$ cat config.mk
export PLATFORM = sky130hd
export DESIGN_NAME = lbm_exec
export DESIGN_NICKNAME = d
export VERILOG_FILES = /design/src/inc/lbm_pkg.sv /design/src/core/lbm_addr_gen.sv /design/src/core/lbm_exec.sv
export SDC_FILE = /design/constraint.sdc
export NUM_CORES = 1
export LEC_CHECK = 0
export ABC_AREA = 1
export BUFFER_PORTS_ARGS = -buffer_cell sky130_fd_sc_hd__buf_2
export CAP_MARGIN = 10
export CORE_UTILIZATION = 59
export CTS_BUF_LIST = sky130_fd_sc_hd__clkbuf_8
export DETAILED_ROUTE_END_ITERATION = 10
export PLACE_DENSITY = 0.89
export SLEW_MARGIN = 25
export SYNTH_ARGS = -nofsm -noshare
export SYNTH_HDL_FRONTEND = slang
export SYNTH_SLANG_ARGS = --single-unit
export TNS_END_PERCENT = 5
$ cat constraint.sdc
create_clock -name clk -period 6 [get_ports clk]
set_input_delay 0.9 -clock clk [delete_from_list [all_inputs] [get_ports clk]]
set_output_delay 0.9 -clock clk [all_outputs]
set_load 0.05 [all_outputs]
$ cat src/inc/lbm_pkg.sv
/*
  Constants for the bit-load and memory-load execution unit: opcodes,
  cycle counts, instruction field positions and the execution states.
  Assumes an 8-bit core with 16 working registers and a 16-bit memory space.
*/
package lbm_pkg;
  localparam logic [7:0] OPC_LOAD_BIT   = 8'h47;
  localparam logic [7:0] OPC_IND_LOAD   = 8'hc3;
  localparam logic [7:0] OPC_IND_STORE  = 8'hd3;
  localparam logic [7:0] OPC_XS_LOAD    = 8'he7;
  localparam logic [7:0] OPC_XS_STORE   = 8'hf7;
  localparam logic [7:0] OPC_XL_LOAD    = 8'ha7;
  localparam logic [7:0] OPC_XL_STORE   = 8'hb7;
  localparam logic [3:0] PAIR_DIRECT_PM = 4'h0;
  localparam logic [3:0] PAIR_DIRECT_DM = 4'h1;
  localparam logic [3:0] CYC_LOAD_BIT   = 4'h6;
  localparam logic [3:0] CYC_IND        = 4'ha;
  localparam logic [3:0] CYC_XS         = 4'hc;
  localparam logic [3:0] CYC_XL         = 4'he;
  localparam logic [3:0] CYC_ACCESS_AT  = 4'h4;
  localparam int         DIR_BIT        = 0;
  localparam int         BIDX_LSB       = 1;
  localparam int         BIDX_MSB       = 3;
  localparam int         HI_LSB         = 4;
  localparam int         HI_MSB         = 7;
  typedef enum logic [3:0] {
    LBM_IDLE   = 4'h1,
    LBM_FETCH  = 4'h2,
    LBM_EXEC   = 4'h4,
    LBM_FINISH = 4'h8
  } lbm_state_e;
endpackage : lbm_pkg

$ cat src/core/lbm_addr_gen.sv
/*
  Effective address generator for the memory loads.
  Assumes the pair value and displacement are stable while selected.
*/
`timescale 1ns/1ns
module lbm_addr_gen
  import lbm_pkg::*;
(
  input  wire logic [15:0] pair_value,
  input  wire logic [15:0] displacement,
  input  wire logic        direct,
  output logic      [15:0] eff_addr
);
  wire logic [15:0] indexed_addr;
  // Plain 16-bit add so the sum wraps; pair itself is only read
  assign indexed_addr = pair_value + displacement;
  assign eff_addr     = direct ? displacement : indexed_addr;
endmodule : lbm_addr_gen

$ cat src/core/lbm_exec.sv
/*
  Execution unit for bit load and memory load instructions.
  Assumes the core presents one instruction byte per fetch handshake and
  that memories return read data one cycle after a read strobe.
*/
`timescale 1ns/1ns
module lbm_exec
  import lbm_pkg::*;
#(
  parameter bit MASK_ROM = 1'b0
)
(
  input  wire logic        clk,
  input  wire logic        reset_n,
  input  wire logic        start,
  input  wire logic [7:0]  opcode,
  input  wire logic [7:0]  operand_byte,
  input  wire logic        operand_valid,
  output logic             operand_req,
  output logic [3:0]       wreg_addr,
  input  wire logic [7:0]  wreg_rdata,
  output logic             wreg_we,
  output logic [7:0]       wreg_wdata,
  output logic [3:0]       pair_addr,
  input  wire logic [15:0] pair_rdata,
  output logic [7:0]       greg_addr,
  input  wire logic [7:0]  greg_rdata,
  output logic             greg_we,
  output logic [7:0]       greg_wdata,
  output logic [15:0]      mem_addr,
  output logic [7:0]       mem_wdata,
  output logic             pm_rd,
  output logic             pm_wr,
  output logic             dm_rd,
  output logic             dm_wr,
  input  wire logic [7:0]  pm_rdata,
  input  wire logic [7:0]  dm_rdata,
  output logic             flags_we,
  output logic             busy,
  output logic             done,
  output logic             illegal
);
  lbm_state_e       state;
  lbm_state_e       next_state;
  logic [7:0]       op;
  logic [7:0]       byte2;
  logic [7:0]       byte3;
  logic [7:0]       byte4;
  logic [1:0]       fetched;
  logic [3:0]       cycle;
  logic             is_read;
  logic [15:0]      eff_addr;

  wire logic        op_bit     = (op == OPC_LOAD_BIT);
  wire logic        op_ind     = (op == OPC_IND_LOAD) || (op == OPC_IND_STORE);
  wire logic        op_xs      = (op == OPC_XS_LOAD) || (op == OPC_XS_STORE);
  wire logic        op_xl      = (op == OPC_XL_LOAD) || (op == OPC_XL_STORE);
  wire logic        op_store   = (op == OPC_IND_STORE) || (op == OPC_XS_STORE)
                                 || (op == OPC_XL_STORE);
  wire logic [3:0]  pair_fld   = byte2[HI_LSB-4 +: 4];
  // Pair 0-1 in the long form means direct address, never an index
  wire logic        direct     = op_xl && (pair_fld == PAIR_DIRECT_PM
                                 || pair_fld == PAIR_DIRECT_DM);
  // Even pair field or direct 0000 selects program memory
  wire logic        to_data    = pair_fld[0];
  wire logic [1:0]  need_bytes = op_bit ? 2'd2 : op_ind ? 2'd1 : op_xs ? 2'd2 : 2'd3;
  wire logic [3:0]  total_cyc  = op_bit ? CYC_LOAD_BIT : op_ind ? CYC_IND
                                 : op_xs ? CYC_XS : CYC_XL;
  wire logic        supported  = (op_bit || op_ind || op_xs || op_xl)
                                 && !(MASK_ROM && !op_bit);
  wire logic [15:0] disp       = op_xl ? {byte4, byte3} : op_xs ? {8'h00, byte3}
                                 : 16'h0000;
  wire logic        last_cyc   = (cycle == total_cyc - 4'h1);
  wire logic        access_cyc = (state == LBM_EXEC) && (cycle == CYC_ACCESS_AT);
  wire logic [2:0]  bidx       = byte2[BIDX_MSB:BIDX_LSB];
  wire logic        bit_store  = byte2[DIR_BIT];
  wire logic        bit_src    = bit_store ? wreg_rdata[0] : greg_rdata[bidx];
  wire logic [7:0]  bit_result;

  lbm_addr_gen lbm_addr_gen_i (
    .pair_value   (pair_rdata),
    .displacement (disp),
    .direct       (direct),
    .eff_addr     (eff_addr)
  );

  // Bit insert: only one destination bit changes
  for (genvar i = 0; i < 8; i++) begin : g_bit_ins
    wire logic hit_store = bit_store && (bidx == 3'(i));
    wire logic hit_load  = !bit_store && (i == 0);
    assign bit_result[i] = (hit_store || hit_load) ? bit_src
                           : bit_store ? greg_rdata[i] : wreg_rdata[i];
  end

  always_comb begin
    next_state = state;
    case (state)
      LBM_IDLE:   if (start) next_state = LBM_FETCH;
      LBM_FETCH:  if (!supported) next_state = LBM_FINISH;
                  else if (operand_valid && fetched == need_bytes - 2'd1)
                    next_state = LBM_EXEC;
      LBM_EXEC:   if (last_cyc) next_state = LBM_FINISH;
      LBM_FINISH: next_state = LBM_IDLE;
      default:    next_state = LBM_IDLE;
    endcase
  end

  always_ff @(posedge clk or negedge reset_n) begin
    if (!reset_n) state <= LBM_IDLE;
    else state <= next_state;
  end

  always_ff @(posedge clk or negedge reset_n) begin
    if (!reset_n) begin
      op <= 8'h00;
      byte2 <= 8'h00;
      byte3 <= 8'h00;
      byte4 <= 8'h00;
      fetched <= 2'd0;
    end else if (state == LBM_IDLE && start) begin
      op <= opcode;
      fetched <= 2'd0;
    end else if (state == LBM_FETCH && operand_valid) begin
      case (fetched)
        2'd0:    byte2 <= operand_byte;
        2'd1:    byte3 <= operand_byte;
        default: byte4 <= operand_byte;
      endcase
      fetched <= fetched + 2'd1;
    end
  end

  // Cycle count from start, one cycle spent in the start state
  always_ff @(posedge clk or negedge reset_n) begin
    if (!reset_n) cycle <= 4'h0;
    else if (state == LBM_IDLE) cycle <= 4'h1;
    else if (state != LBM_FINISH) cycle <= cycle + 4'h1;
  end

  always_ff @(posedge clk or negedge reset_n) begin
    if (!reset_n) is_read <= 1'b0;
    // Memory data stands only in the cycle after the read strobe
    else is_read <= pm_rd || dm_rd;
  end

  // Strobe decode, registered below so each strobe is a clean pulse
  wire logic go_mem     = access_cyc && !op_bit;
  wire logic next_pm_rd = go_mem && !op_store && !to_data;
  wire logic next_dm_rd = go_mem && !op_store && to_data;
  wire logic next_pm_wr = go_mem && op_store && !to_data;
  wire logic next_dm_wr = go_mem && op_store && to_data;

  always_ff @(posedge clk or negedge reset_n) begin
    if (!reset_n) begin
      pm_rd <= 1'b0;
      pm_wr <= 1'b0;
      dm_rd <= 1'b0;
      dm_wr <= 1'b0;
    end else begin
      pm_rd <= next_pm_rd;
      dm_rd <= next_dm_rd;
      pm_wr <= next_pm_wr;
      dm_wr <= next_dm_wr;
    end
  end

  // Address and store data hold until the next access
  always_ff @(posedge clk or negedge reset_n) begin
    if (!reset_n) begin
      mem_addr  <= 16'h0000;
      mem_wdata <= 8'h00;
    end else if (access_cyc) begin
      mem_addr  <= eff_addr;
      mem_wdata <= wreg_rdata;
    end
  end

  // Cycles spent executing; a missed count end would otherwise go unseen
  logic [4:0]       exec_cnt;
  always_ff @(posedge clk or negedge reset_n) begin
    if (!reset_n) exec_cnt <= 5'h00;
    else if (state != LBM_EXEC) exec_cnt <= 5'h00;
    else if (exec_cnt != 5'h1f) exec_cnt <= exec_cnt + 5'h01;
  end

  // Working, pair and general register ports, operand request and status outputs
  assign wreg_addr  = byte2[HI_MSB:HI_LSB];
  assign pair_addr  = pair_fld;
  assign greg_addr  = byte3;
  assign operand_req = (state == LBM_FETCH) && supported;
  wire logic read_ret = is_read && cycle == CYC_ACCESS_AT + 4'h2;
  assign wreg_we    = (state == LBM_EXEC) && (op_bit ? (last_cyc && !bit_store)
                      : read_ret);
  assign wreg_wdata = op_bit ? bit_result : (to_data ? dm_rdata : pm_rdata);
  assign greg_we    = (state == LBM_EXEC) && op_bit && last_cyc && bit_store;
  assign greg_wdata = bit_result;
  assign flags_we   = 1'b0;
  assign busy       = (state != LBM_IDLE);
  assign done       = (state == LBM_FINISH);
  assign illegal    = (state == LBM_FETCH) && !supported;

  // Flags and lengths
  AST_NO_FLAGS: assert property (
    @(posedge clk) disable iff (!reset_n)
    !flags_we
  ) else $error("flags written");
  AST_BIT_LEN: assert property (
    @(posedge clk) disable iff (!reset_n)
    (greg_we || (wreg_we && op_bit)) |-> cycle == CYC_LOAD_BIT - 4'h1
  ) else $error("bit load length wrong");
  AST_BIT_NO_MEM: assert property (
    @(posedge clk) disable iff (!reset_n)
    (busy && op_bit) |-> !(pm_rd || pm_wr || dm_rd || dm_wr)
  ) else $error("bit load touched memory");
  AST_BIT_ONE_WRITE: assert property (
    @(posedge clk) disable iff (!reset_n)
    greg_we |-> !wreg_we
  ) else $error("bit load wrote both registers");
  AST_EXEC_BOUND: assert property (
    @(posedge clk) disable iff (!reset_n)
    exec_cnt <= 5'(CYC_XL)
  ) else $error("execution ran too long");
  AST_DONE: assert property (
    @(posedge clk) disable iff (!reset_n)
    (state == LBM_EXEC && last_cyc) |=> done
  ) else $error("no finish");
  AST_DONE_PULSE: assert property (
    @(posedge clk) disable iff (!reset_n)
    done |=> !done
  ) else $error("done held too long");

  // Bus selection and strobes
  AST_PM_SEL: assert property (
    @(posedge clk) disable iff (!reset_n)
    (pm_rd || pm_wr) |-> !dm_rd && !dm_wr
  ) else $error("two buses at once");
  AST_ONE_STROBE: assert property (
    @(posedge clk) disable iff (!reset_n)
    $onehot0({pm_rd, pm_wr, dm_rd, dm_wr})
  ) else $error("more than one strobe");
  AST_STROBE_ONCE: assert property (
    @(posedge clk) disable iff (!reset_n)
    (pm_rd || pm_wr || dm_rd || dm_wr) |=> !(pm_rd || pm_wr || dm_rd || dm_wr)
  ) else $error("strobe longer than one cycle");
  AST_EVEN_PM: assert property (
    @(posedge clk) disable iff (!reset_n)
    access_cyc && !op_bit && !pair_fld[0] |=> (pm_rd || pm_wr)
  ) else $error("even pair missed program memory");
  AST_ODD_DM: assert property (
    @(posedge clk) disable iff (!reset_n)
    access_cyc && !op_bit && pair_fld[0] |=> (dm_rd || dm_wr)
  ) else $error("odd pair missed data memory");
  AST_DIRECT_PM: assert property (
    @(posedge clk) disable iff (!reset_n)
    access_cyc && direct && pair_fld == PAIR_DIRECT_PM |=> (pm_rd || pm_wr)
  ) else $error("direct 0000 missed program memory");
  AST_DIRECT_DM: assert property (
    @(posedge clk) disable iff (!reset_n)
    access_cyc && direct && pair_fld == PAIR_DIRECT_DM |=> (dm_rd || dm_wr)
  ) else $error("direct 0001 missed data memory");

  // Addresses and data
  AST_IND_ADDR: assert property (
    @(posedge clk) disable iff (!reset_n)
    access_cyc && op_ind |=> mem_addr == $past(pair_rdata)
  ) else $error("indirect address wrong");
  AST_XS_ADDR: assert property (
    @(posedge clk) disable iff (!reset_n)
    access_cyc && op_xs |=> mem_addr == $past(pair_rdata + {8'h00, byte3})
  ) else $error("short indexed address wrong");
  AST_ADDR: assert property (
    @(posedge clk) disable iff (!reset_n)
    access_cyc && op_xl && !direct |=> mem_addr == $past(pair_rdata + {byte4, byte3})
  ) else $error("indexed address wrong");
  AST_DIRECT: assert property (
    @(posedge clk) disable iff (!reset_n)
    access_cyc && direct |=> mem_addr == $past({byte4, byte3})
  ) else $error("direct address wrong");
  AST_STORE_DATA: assert property (
    @(posedge clk) disable iff (!reset_n)
    (access_cyc && op_store) |=> mem_wdata == $past(wreg_rdata)
  ) else $error("store data wrong");
  AST_LOAD_WB: assert property (
    @(posedge clk) disable iff (!reset_n)
    (access_cyc && !op_bit && !op_store) |-> ##2 wreg_we
  ) else $error("load data not written back");
  AST_WB_AFTER_READ: assert property (
    @(posedge clk) disable iff (!reset_n)
    (wreg_we && !op_bit) |-> $past(pm_rd || dm_rd)
  ) else $error("register written without read data");
  AST_STORE_NO_WB: assert property (
    @(posedge clk) disable iff (!reset_n)
    (busy && op_store) |-> !wreg_we
  ) else $error("store changed its source");

  // Refused instructions
  AST_ROM: assert property (
    @(posedge clk) disable iff (!reset_n)
    MASK_ROM |-> !(pm_rd || dm_rd || pm_wr || dm_wr)
  ) else $error("rom part used memory");
  AST_ILL_DONE: assert property (
    @(posedge clk) disable iff (!reset_n)
    illegal |=> done
  ) else $error("refused op did not finish");
  AST_ILL_NO_WRITE: assert property (
    @(posedge clk) disable iff (!reset_n)
    (busy && !supported) |-> !wreg_we && !greg_we
  ) else $error("refused op wrote a register");

  COV_BIT: cover property (@(posedge clk) greg_we);
  COV_PM_RD: cover property (@(posedge clk) pm_rd);
  COV_DM_WR: cover property (@(posedge clk) dm_wr);
  COV_ILL: cover property (@(posedge clk) illegal);
  COV_DIRECT: cover property (@(posedge clk) access_cyc && direct);
endmodule : lbm_exec

# Word-level counts from Yosys, hierarchy flattened
# Cells that the tools add are included.
[word_totals]
ff_bits = 71
input_bits = 68
out_inout_bits = 67
wordCells = 144
[op_classes]
add_sub_neg = 5
order_cmp = 1
n_eq_ne = 29
muxes = 40
bitwise_logic = 2
reduce_logical = 53
[op_table]
columns = ["operator", "count"]
rows = [
  ["$eq A8 B8 Y1 const B", 6],
  ["$mux W16", 2],
  ["$logic_and A1 B1 Y1", 28],
  ["$mux W4", 7],
  ["$mux W8", 3],
  ["$mux W1", 20],
  ["$add A16 B16 Y16", 1],
  ["$eq A3 B3 Y1 const B", 4],
  ["$eq A4 B3 Y1 const B", 3],
  ["$pmux W4 S3", 1],
  ["$reduce_and A3 Y1", 4],
  ["$logic_or A1 B1 Y1", 11],
  ["$mux W2", 5],
  ["$eq A4 B1 Y1 const B", 2],
  ["$eq A8 B7 Y1 const B", 1],
  ["$eq A3 B2 Y1 const B", 2],
  ["$add A4 B1 Y4 const B", 1],
  ["$eq A4 B2 Y1 const B", 1],
  ["$eq A4 B4 Y1", 1],
  ["$eq A4 B4 Y1 const B", 1],
  ["$logic_not A1 Y1", 4],
  ["$logic_not A4 Y1", 1],
  ["$lt A3 B4 Y1 const B", 1],
  ["$ne A2 B2 Y1 const B", 2],
  ["16 further kinds", 18],
]

# Depth between registers and ports, before layout
# Gate-level depths: netlist of run 1.
[logic_depth]
ltp_word = 11
mapped_depth = 18
depth_no_buf = 18

# Cells and area by module
# From an unflattened synthesis of run 1, not the netlist that was laid out.
[hier_totals]
hier_cells = 682
area_unflattened_um2 = 4785.8
[modules_own_cells]
columns = ["mod", "instances", "cells_each", "area_each_um2", "seq_area_each_um2"]
rows = [
  ["lbm_exec", 1, 459, 3709.8, 1778.0],
  ["lbm_addr_gen", 1, 223, 1076.0, 0.0],
]

# Worst setup path after synthesis of run 1
# OpenSTA, ideal clock, no wires.
[synth_timing]
kind = "register to output"
from = "register byte2[0]"
to = "output port wreg_wdata[4]"
arrival_ns = 3.257
required_time_ns = 5.100
slack_ns = 1.843
path_stages_with_launch = 7
path_buffers = 2
cell_sequence = "dfrtp_1 -> buf_2 -> clkbuf_1 -> a21oi_1 -> o21ai_0 -> nor2_1 -> a31oi_1"
[synth_between]
elab_chain_len = 3
word_cells_on_any_way = 6
cone_classes = "5 x mux; 1 x reduce/logical"
[synth_lines]
columns = ["element", "line", "source"]
rows = [
  ["start, declared", "lbm_exec.sv:46", "logic [7:0] byte2;"],
  ["start signal, assigned", "lbm_exec.sv:125", "2'd0: byte2 <= operand_byte;"],
  ["$mux W1 (tied with other cells)", "lbm_exec.sv:92", ": bit_store ? greg_rdata[i] : wreg_rdata[i];"],
  ["$mux W1 *", "lbm_exec.sv:91", "assign bit_result[i] = (hit_store || hit_load) ? bit_src"],
  ["net greg_wdata[4]", "lbm_exec.sv:29", "output logic [7:0] greg_wdata,"],
  ["$mux W8 *", "lbm_exec.sv:194", "assign wreg_wdata = op_bit ? bit_result : (to_data ? dm_rdata : pm_rdata);"],
  ["end, declared", "lbm_exec.sv:23", "output logic [7:0] wreg_wdata,"],
]
# Mark *: on every way through the listed nets, which the timed path passes. The rest lies on a longest branch.

# Worst setup path after layout of run 1
[layout_timing]
from = "register byte2[0]"
to = "output port wreg_wdata[0]"
[layout_between]
elab_chain_len = 4
word_cells_on_any_way = 8
cone_classes = "5 x mux; 3 x reduce/logical"
[layout_lines]
columns = ["element", "line"]
rows = [
  ["$logic_and A1 B1 Y1 / $logic_not A1 Y1 (equally long branches)", "lbm_exec.sv:89, lbm_exec.sv:90"],
  ["$logic_or A1 B1 Y1", "lbm_exec.sv:91"],
  ["$mux W1", "lbm_exec.sv:91"],
  ["$mux W8 *", "lbm_exec.sv:194"],
]
# Mark *: on every way between the ends. The rest lies on a longest branch, timed or not.

==> flow_summary_export.csv, run 1 <==
group,metric,value,unit
grt,grt_max_degree,72,
worst_setup_path,slowest_delay,0.72,ns
floorplanning,core,7730,µm²
worst_setup_path,crit_arrival,2.33,ns
floorplanning,rows,32,
clocking,root_buffer,"clkbuf_8",
timing,final.setup.tns,0,ns
synthesis,ys_top_cells_by_count,"nand2_1 (176), inv_1 (79), nor2_1 (75)",
cells_and_area,n_fill_cell,649,
power,power,2080,µW
status,outcome,"finished clean",
worst_setup_path,crit_family,"buffers and inverters",
worst_setup_path,cp_num_buf_inv,3,
timing,hold_slack,0.471,ns
worst_setup_path,slowest_stage,"dfrtp_2",
clocking,hold_buffers,0,
drt,wl_per_cell,14.6,µm
timing,relSlewSlack,40.2,%
power,seq_power_share,34.6,%
power,powerDensity,372,nW/µm²
power,leakage,0.00301,µW
power,peakVddDrop,0.000292,V
worst_setup_path,path_cells,"inv_1, nor2_1, inv_1, nand3_1, nand3_1, o21ai_0, buf_2",
timing,finalMaxSlewViolations,0,
synthesis,synth.avg_cell_area,7.03,µm²
synthesis,ys_seq_elements,71,
cells_and_area,antenna_cells,0,
synthesis,synthDistinctLibCells,42,
grt,grt_pass1_wl,21500,µm
floorplanning,die_area,8340,µm²
worst_setup_path,crit_type,"reg2out",
clocking,cts_max_path_buffers,2,
timing,finClkSkew,0.00516,ns
synthesis,yosys_most_used_dff,"dfrtp_1",
drt,drc,0,
worst_setup_path,timing.reg2reg.setup_slack,3.18,ns
clocking,clock_latency,0.34,ns
hold_path,hold_path.class,"reg2reg",
grt,gr-total-overflow,0,
cells_and_area,utilization,72.5,%
worst_setup_path,start_kind,"register",
power,switching_share,50.1,%
timing,rsz0062_at_grt,"false",
place,gp_congestion,0.923,
floorplanning,start_util,60.9,%
place,detailed_place_hpwl,9920,µm
worst_setup_path,end_kind,"output pin",
worst_setup_path,cp.required,5.10,ns
clocking,cts_resized,0,
drt,drtPass1Iterations,5,
grt,antenna_found_initial,0,
timing,min_period,3.23,ns
power,p_int,1040,µW
synthesis,synth_top_area_share,37.2,%
power,combPwrFrac,46.7,%
drt,wl,13200,µm
clocking,cts_tree,"done",
drt,via_per_inst,5.51,
synthesis,yosys-top-cells-area,"dfrtp_1 (37%), nand2_1 (14%), inv_1 (6.3%)",
synthesis,async_flop_share,100,%
clocking,h-tree-depth,3,
cells_and_area,syn2layout_area_growth,19.0,%
timing,setup_viol,0,
timing,fmax,0.310,GHz
clocking,postCtsSetupRepairBufs,0,
synthesis,syn-num-nets,762,
floorplanning,io_pins,135,
synthesis,synth_top_area_cell,"dfrtp_1",
worst_setup_path,cp_max_fo,36,
synthesis,synth.most_common_cell,"nand2_1",
drt,vias,4980,
grt,grt_pass1_vias,4677,
power,clkPwrFrac,18.7,%
synthesis,synth-edff-count,0,
cells_and_area,drive_gt1_share,22.6,%
clocking,clock-sinks,71,
drt,final_antenna_net_count,0,
timing,min_period_over_period,53.8,%
synthesis,syn_area,4710,µm²
grt,track_usage,32.4,%
timing,tightest_slew,0.897,ns
floorplanning,die_w,91.3,µm
power,p_switching,1040,µW
cells_and_area,layout.nets,888,
synthesis,yosysSeqAreaShare,37.8,%
synthesis,yosysWarningCount,0,
synthesis,netlist_instances,670,
clocking,cts-buffers-inserted,9,
timing,final-hold-violation-count,0,
run,maxCapViolCount,0,
drt,drtIter0Drc,362,
place,portBuffers,133,
clocking,clkTransAtPathRegs,0.07,ns
floorplanning,die_y,91.3,µm
-- power by group through the flow --
stage	logic, µW	clock network, µW	registers [µW]
final	973	390	721
after CTS	966	392	715
after floorplan	632	0	801
after global routing	1050	416	736
after detailed placement	957	0	723
after global placement	928	0	714
-- kinds of logic after synthesis --
logic type	synth area share [%]
other cells	0.0796
simple gates	30.6
xor+xnor	0.558
flops	37.8
buf+inv	9.54
fa+ha+maj	6.54
mux	0.213
compound gates	14.7
-- worst register-to-register path: cells and delay by family, from the launching register on --
family                   cells  cell delay (ns)
buffers and inverters        2             0.14
adder cells (fa/ha/maj)      1             0.29
flip-flops                   1             0.38
AND/OR/NAND/NOR             14             1.75
AO/OA/AOI/OAI                1             0.13
-- state kept, by name, summed over array words and instances, names as in the netlist --
signal / count
mem_addr: 16
byte2: 8
byte4: 8
greg_addr: 8
mem_wdata: 8
op: 8
cycle: 4
state: 4
fetched: 2
dm_rd: 1
dm_wr: 1
is_read: 1
pm_rd: 1
pm_wr: 1
-- through the flow --
| stage | cell area, µm² | instances | setup slack [ns] |
|---|---|---|---|
| finish | 5600 | 903 | 2.77 |
| global route | 5600 | 903 | 2.49 |
| CTS | 5600 | 903 | 2.43 |
| detailed placement | 5400 | 887 | 2.80 |
| global placement | 5400 | 887 | 2.92 |
| floorplan | 4710 | 670 | 1.84 |
-- final cells by class --
| cell class | instances | area [µm²] | share of cell area (%) |
|---|---|---|---|
| Multi-Input combinational cell | 492 | 2480 | 44.3 |
| Sequential cell | 71 | 1780 | 31.8 |
| Timing Repair Buffer | 135 | 681 | 12.1 |
| Inverter | 87 | 332 | 5.92 |
| Clock buffer | 11 | 151 | 2.70 |
| Tap cell | 102 | 128 | 2.28 |
| Clock inverter | 5 | 50.0 | 0.893 |
-- final timing paths --
path	from	end	depth (start not counted)
setup / recovery	byte2[0]	wreg_wdata[0]	7
hold / removal	pm_rd	is_read	1
setup reg to reg	op[3]	mem_addr[15]	18
hold reg to reg	pm_rd	is_read	1
max in group asynchronous	reset_n	byte2[0]	2
min in group asynchronous	reset_n	greg_addr[4]	2
-- cell usage in the layout (no fill, tap or decap), types with 2 or more instances in the layout --
master    instances
nand2_1         176
buf_2           133
inv_1            81
nor2_1           75
dfrtp_1          69
o21ai_0          57
a21oi_1          45
nand3_1          40
ha_1             23
nand4_1          15
clkbuf_8         11
nand2_2           8
o21ai_1           8
inv_2             7
a31oi_1           7
nor3_1            5
a21oi_2           5
xor2_1            3
nand3b_1          3
nor2_4            2
nor3_2            2
and2_1            2
or2_2             2
buf_4             2
-- routing by layer --
layer	share of wire [%]	global-route usage, %	up-vias
met1	41	41.2	2292
met3	6.3	5.03	41
met5	0	0	-
met2	49	54.5	226
met4	3.4	14.6	0
li1	-	-	2421
Power figures use the tool's default switching activity.
==> run 2, diff against run 1 <==
Settings changed: ABC_AREA 1 to 0, CORE_UTILIZATION 59 to 49, PLACE_DENSITY 0.89 to 0.79.
Clock period 6 ns to 2.6 ns, I/O delays scaled along.
==> run 2 against run 1 <==
Effect of this change: the flow now finishes with violations (setup timing); critical endpoint is now wreg_we; via count fell by 9.3%; clock skew rose by 0.0082 ns; combinational power rose to 2.8 times the previous value; sequential cell count did not move; non-clock buffer count rose by 59; routed wire length rose by 0.91%; core utilization fell by 3.7 points; count of clock-buffer cells in the layout fell by 2; first-iteration DRC count fell by 30%; cell count fell by 12%.
==> flow_summary_export.csv, run 2 <==
group,metric,value,unit
cells_and_area,drive_gt1_share,41.9,%
drt,wl,13300,µm
place,dpl-instance-area,5780,µm²
synthesis,ys_top_cells_by_count,"dfrtp_1 (70), nand2_1 (70), nor2_1 (48)",
power,seq_power_share,31.5,%
worst_setup_path,end_kind,"output pin",
timing,relSlewSlack,62.2,%
power,leakage,0.00299,µW
timing,finalMaxSlewViolations,0,
timing,rsz0062_at_grt,"true",
synthesis,synth_top_area_share,38.2,%
drt,wl_per_cell,16.7,µm
cells_and_area,largest_register_ff_count,16,
clocking,clkTransAtPathRegs,0.09,ns
timing,setup_viol,4,
worst_setup_path,timing.reg2reg.setup_slack,-0.10,ns
cells_and_area,final_common_cell,"buf_2",
worst_setup_path,start_kind,"register",
timing,min_period_over_period,106,%
clocking,root_buffer,"clkbuf_8",
place,detailed_place_hpwl,10200,µm
grt,grt_pass1_vias,4451,
floorplanning,core,8890,µm²
cells_and_area,layout.nets,774,
synthesis,synth_top_area_cell,"dfrtp_1",
synthesis,syn_area,4590,µm²
power,clkPwrFrac,16.8,%
cells_and_area,design_area,6120,µm²
floorplanning,start_util,51.6,%
hold_path,hold_path.class,"in2async",
timing,fmax,0.364,GHz
timing,min_period,2.74,ns
worst_setup_path,crit_type,"reg2out",
status,outcome,"complete, but fails checks",
grt,track_usage,27.9,%
grt,antenna_found_initial,0,
drt,final_antenna_net_count,0,
grt,grt_pass1_wl,21200,µm
worst_setup_path,ff2ff_path_depth,11,
clocking,cts-buffers-inserted,9,
drt,drc,0,
synthesis,synth-edff-count,0,
floorplanning,die_y,98.8,µm
power,powerDensity,859,nW/µm²
timing,finClkSkew,0.0134,ns
floorplanning,io_pins,135,
clocking,clock_latency,0.36,ns
worst_setup_path,cp.required,2.21,ns
power,peakVddDrop,0.000679,V
timing,layout_setup_ws,-0.144,ns
timing,hold_slack,0.0131,ns
clocking,cts_tree,"done",
cells_and_area,syn2layout_area_growth,33.3,%
power,switching_share,48.5,%
cells_and_area,largest-register,"mem_addr",
synthesis,yosys-top-cells-area,"dfrtp_1 (38%), mux2_2 (7.9%), ha_1 (6.3%)",
clocking,h-tree-depth,3,
drt,via_per_inst,5.68,
grt,grt_max_degree,51,
synthesis,yosysWarningCount,0,
status,violations,"setup timing",
power,p_switching,2540,µW
synthesis,netlist_instances,506,
synthesis,syn-num-nets,598,
drt,drtIter0Drc,253,
cells_and_area,mostFrequentLayoutCells,"buf_2 (130), nand2_1 (70), dfrtp_1 (68), buf_4 (58), nor2_1 (46)",
worst_setup_path,reg2reg_to,"mem_addr[14]",
drt,vias,4516,
floorplanning,die_w,98.8,µm
worst_setup_path,cp_max_fo,5,
synthesis,synth.avg_cell_area,9.07,µm²
synthesis,synthDistinctLibCells,60,
timing,tightest_slew,0.567,ns
place,portBuffers,133,
timing,final-hold-violation-count,0,
synthesis,ys_seq_elements,71,
cells_and_area,antenna_cells,0,
worst_setup_path,crit_arrival,2.35,ns
synthesis,yosys_most_used_dff,"dfrtp_1",
worst_setup_path,rr_startpoint,"op[1]",
power,combPwrFrac,51.7,%
synthesis,async_flop_share,100,%
floorplanning,die_area,9750,µm²
grt,gr-total-overflow,0,
power,p_int,2710,µW
drt,drtPass1Iterations,4,
run,maxCapViolCount,0,
synthesis,yosysSeqAreaShare,38.8,%
clocking,cts_max_path_buffers,2,
clocking,clock-sinks,71,
floorplanning,rows,34,
place,gp_congestion,0.988,
## run 2: critical path, cell delays in order, from the launching register on
cell	delay [ns]
dfrtp_1	0.38
and3b_2	0.24
buf_6	0.12
and3_4	0.15
o31a_1	0.25
a2111o_1	0.44
o22ai_1	0.19
buf_4	0.23
## run 2: what timing repair did
item | 4_1_cts | 5_1_grt
pin swaps | 12 | 1
gates resized for setup | 23 | 7
setup buffers | 4 | 0
hold buffers | 0 | 0
endpoints found under the setup margin | 18 | 14
## run 2: cell type report
class                           count  area [µm²]
Multi-Input combinational cell    395        2810
Fill cell                         690        2780
Sequential cell                    71        1780
Timing Repair Buffer              194        1160
Tap cell                          108         135
Clock buffer                        9         124
Clock inverter                      7        63.8
Inverter                           11        41.3
## run 2: worst max path at each step
stage	from	to	cells past startpoint	slack, ns
after global placement	op[3]	mem_addr[13]	9	-0.16
after global routing	cycle[1]	wreg_we	7	-0.23
after detailed placement	op[3]	mem_addr[13]	9	-0.29
after CTS	op[1]	wreg_we	7	-0.12
after floorplan	op[0]	mem_addr[14]	12	-0.14
final	op[1]	wreg_we	7	-0.14
## run 2: cells by family after synthesis
logic type      synth area share [%]
compound gates                  13.2
mux                             12.5
simple gates                    22.6
flops                           38.8
xor+xnor                        2.29
buf+inv                         3.82
other cells                   0.0817
fa+ha+maj                       6.71
## run 2: stage by stage
| step | util (%) | cells | setup WS (ns) | setup TNS (ns) | total power, µW |
|---|---|---|---|---|---|
| after floorplan | - | 506 | -0.140 | -0.933 | 3500 |
| after global routing | 68.8 | 795 | -0.234 | -1.15 | 5500 |
| final | 68.8 | 795 | -0.144 | -0.303 | 5250 |
| after detailed placement | 65.1 | 775 | -0.287 | -1.38 | 4290 |
| after global placement | 65.1 | 775 | -0.159 | -0.663 | 4210 |
| after CTS | 68.6 | 795 | -0.124 | -0.264 | 5230 |
## run 2: power groups by stage
| stage | clock network (µW) | logic (µW) | registers, µW |
|---|---|---|---|
| after floorplan | 0 | 1520 | 1980 |
| after global placement | 0 | 2560 | 1650 |
| after detailed placement | 0 | 2620 | 1670 |
| after CTS | 886 | 2700 | 1650 |
| after global routing | 929 | 2880 | 1690 |
| final | 880 | 2720 | 1660 |
## run 2: per-layer routing
layer / GRT usage (%) / wire length (µm) / up-vias
met1: 35.2 / 5620 / 2166
met4: 9.41 / 206 / 0
met5: 0 / 0 / -
met2: 48.5 / 6770 / 170
li1: - / - / 2159
met3: 4.75 / 715 / 21
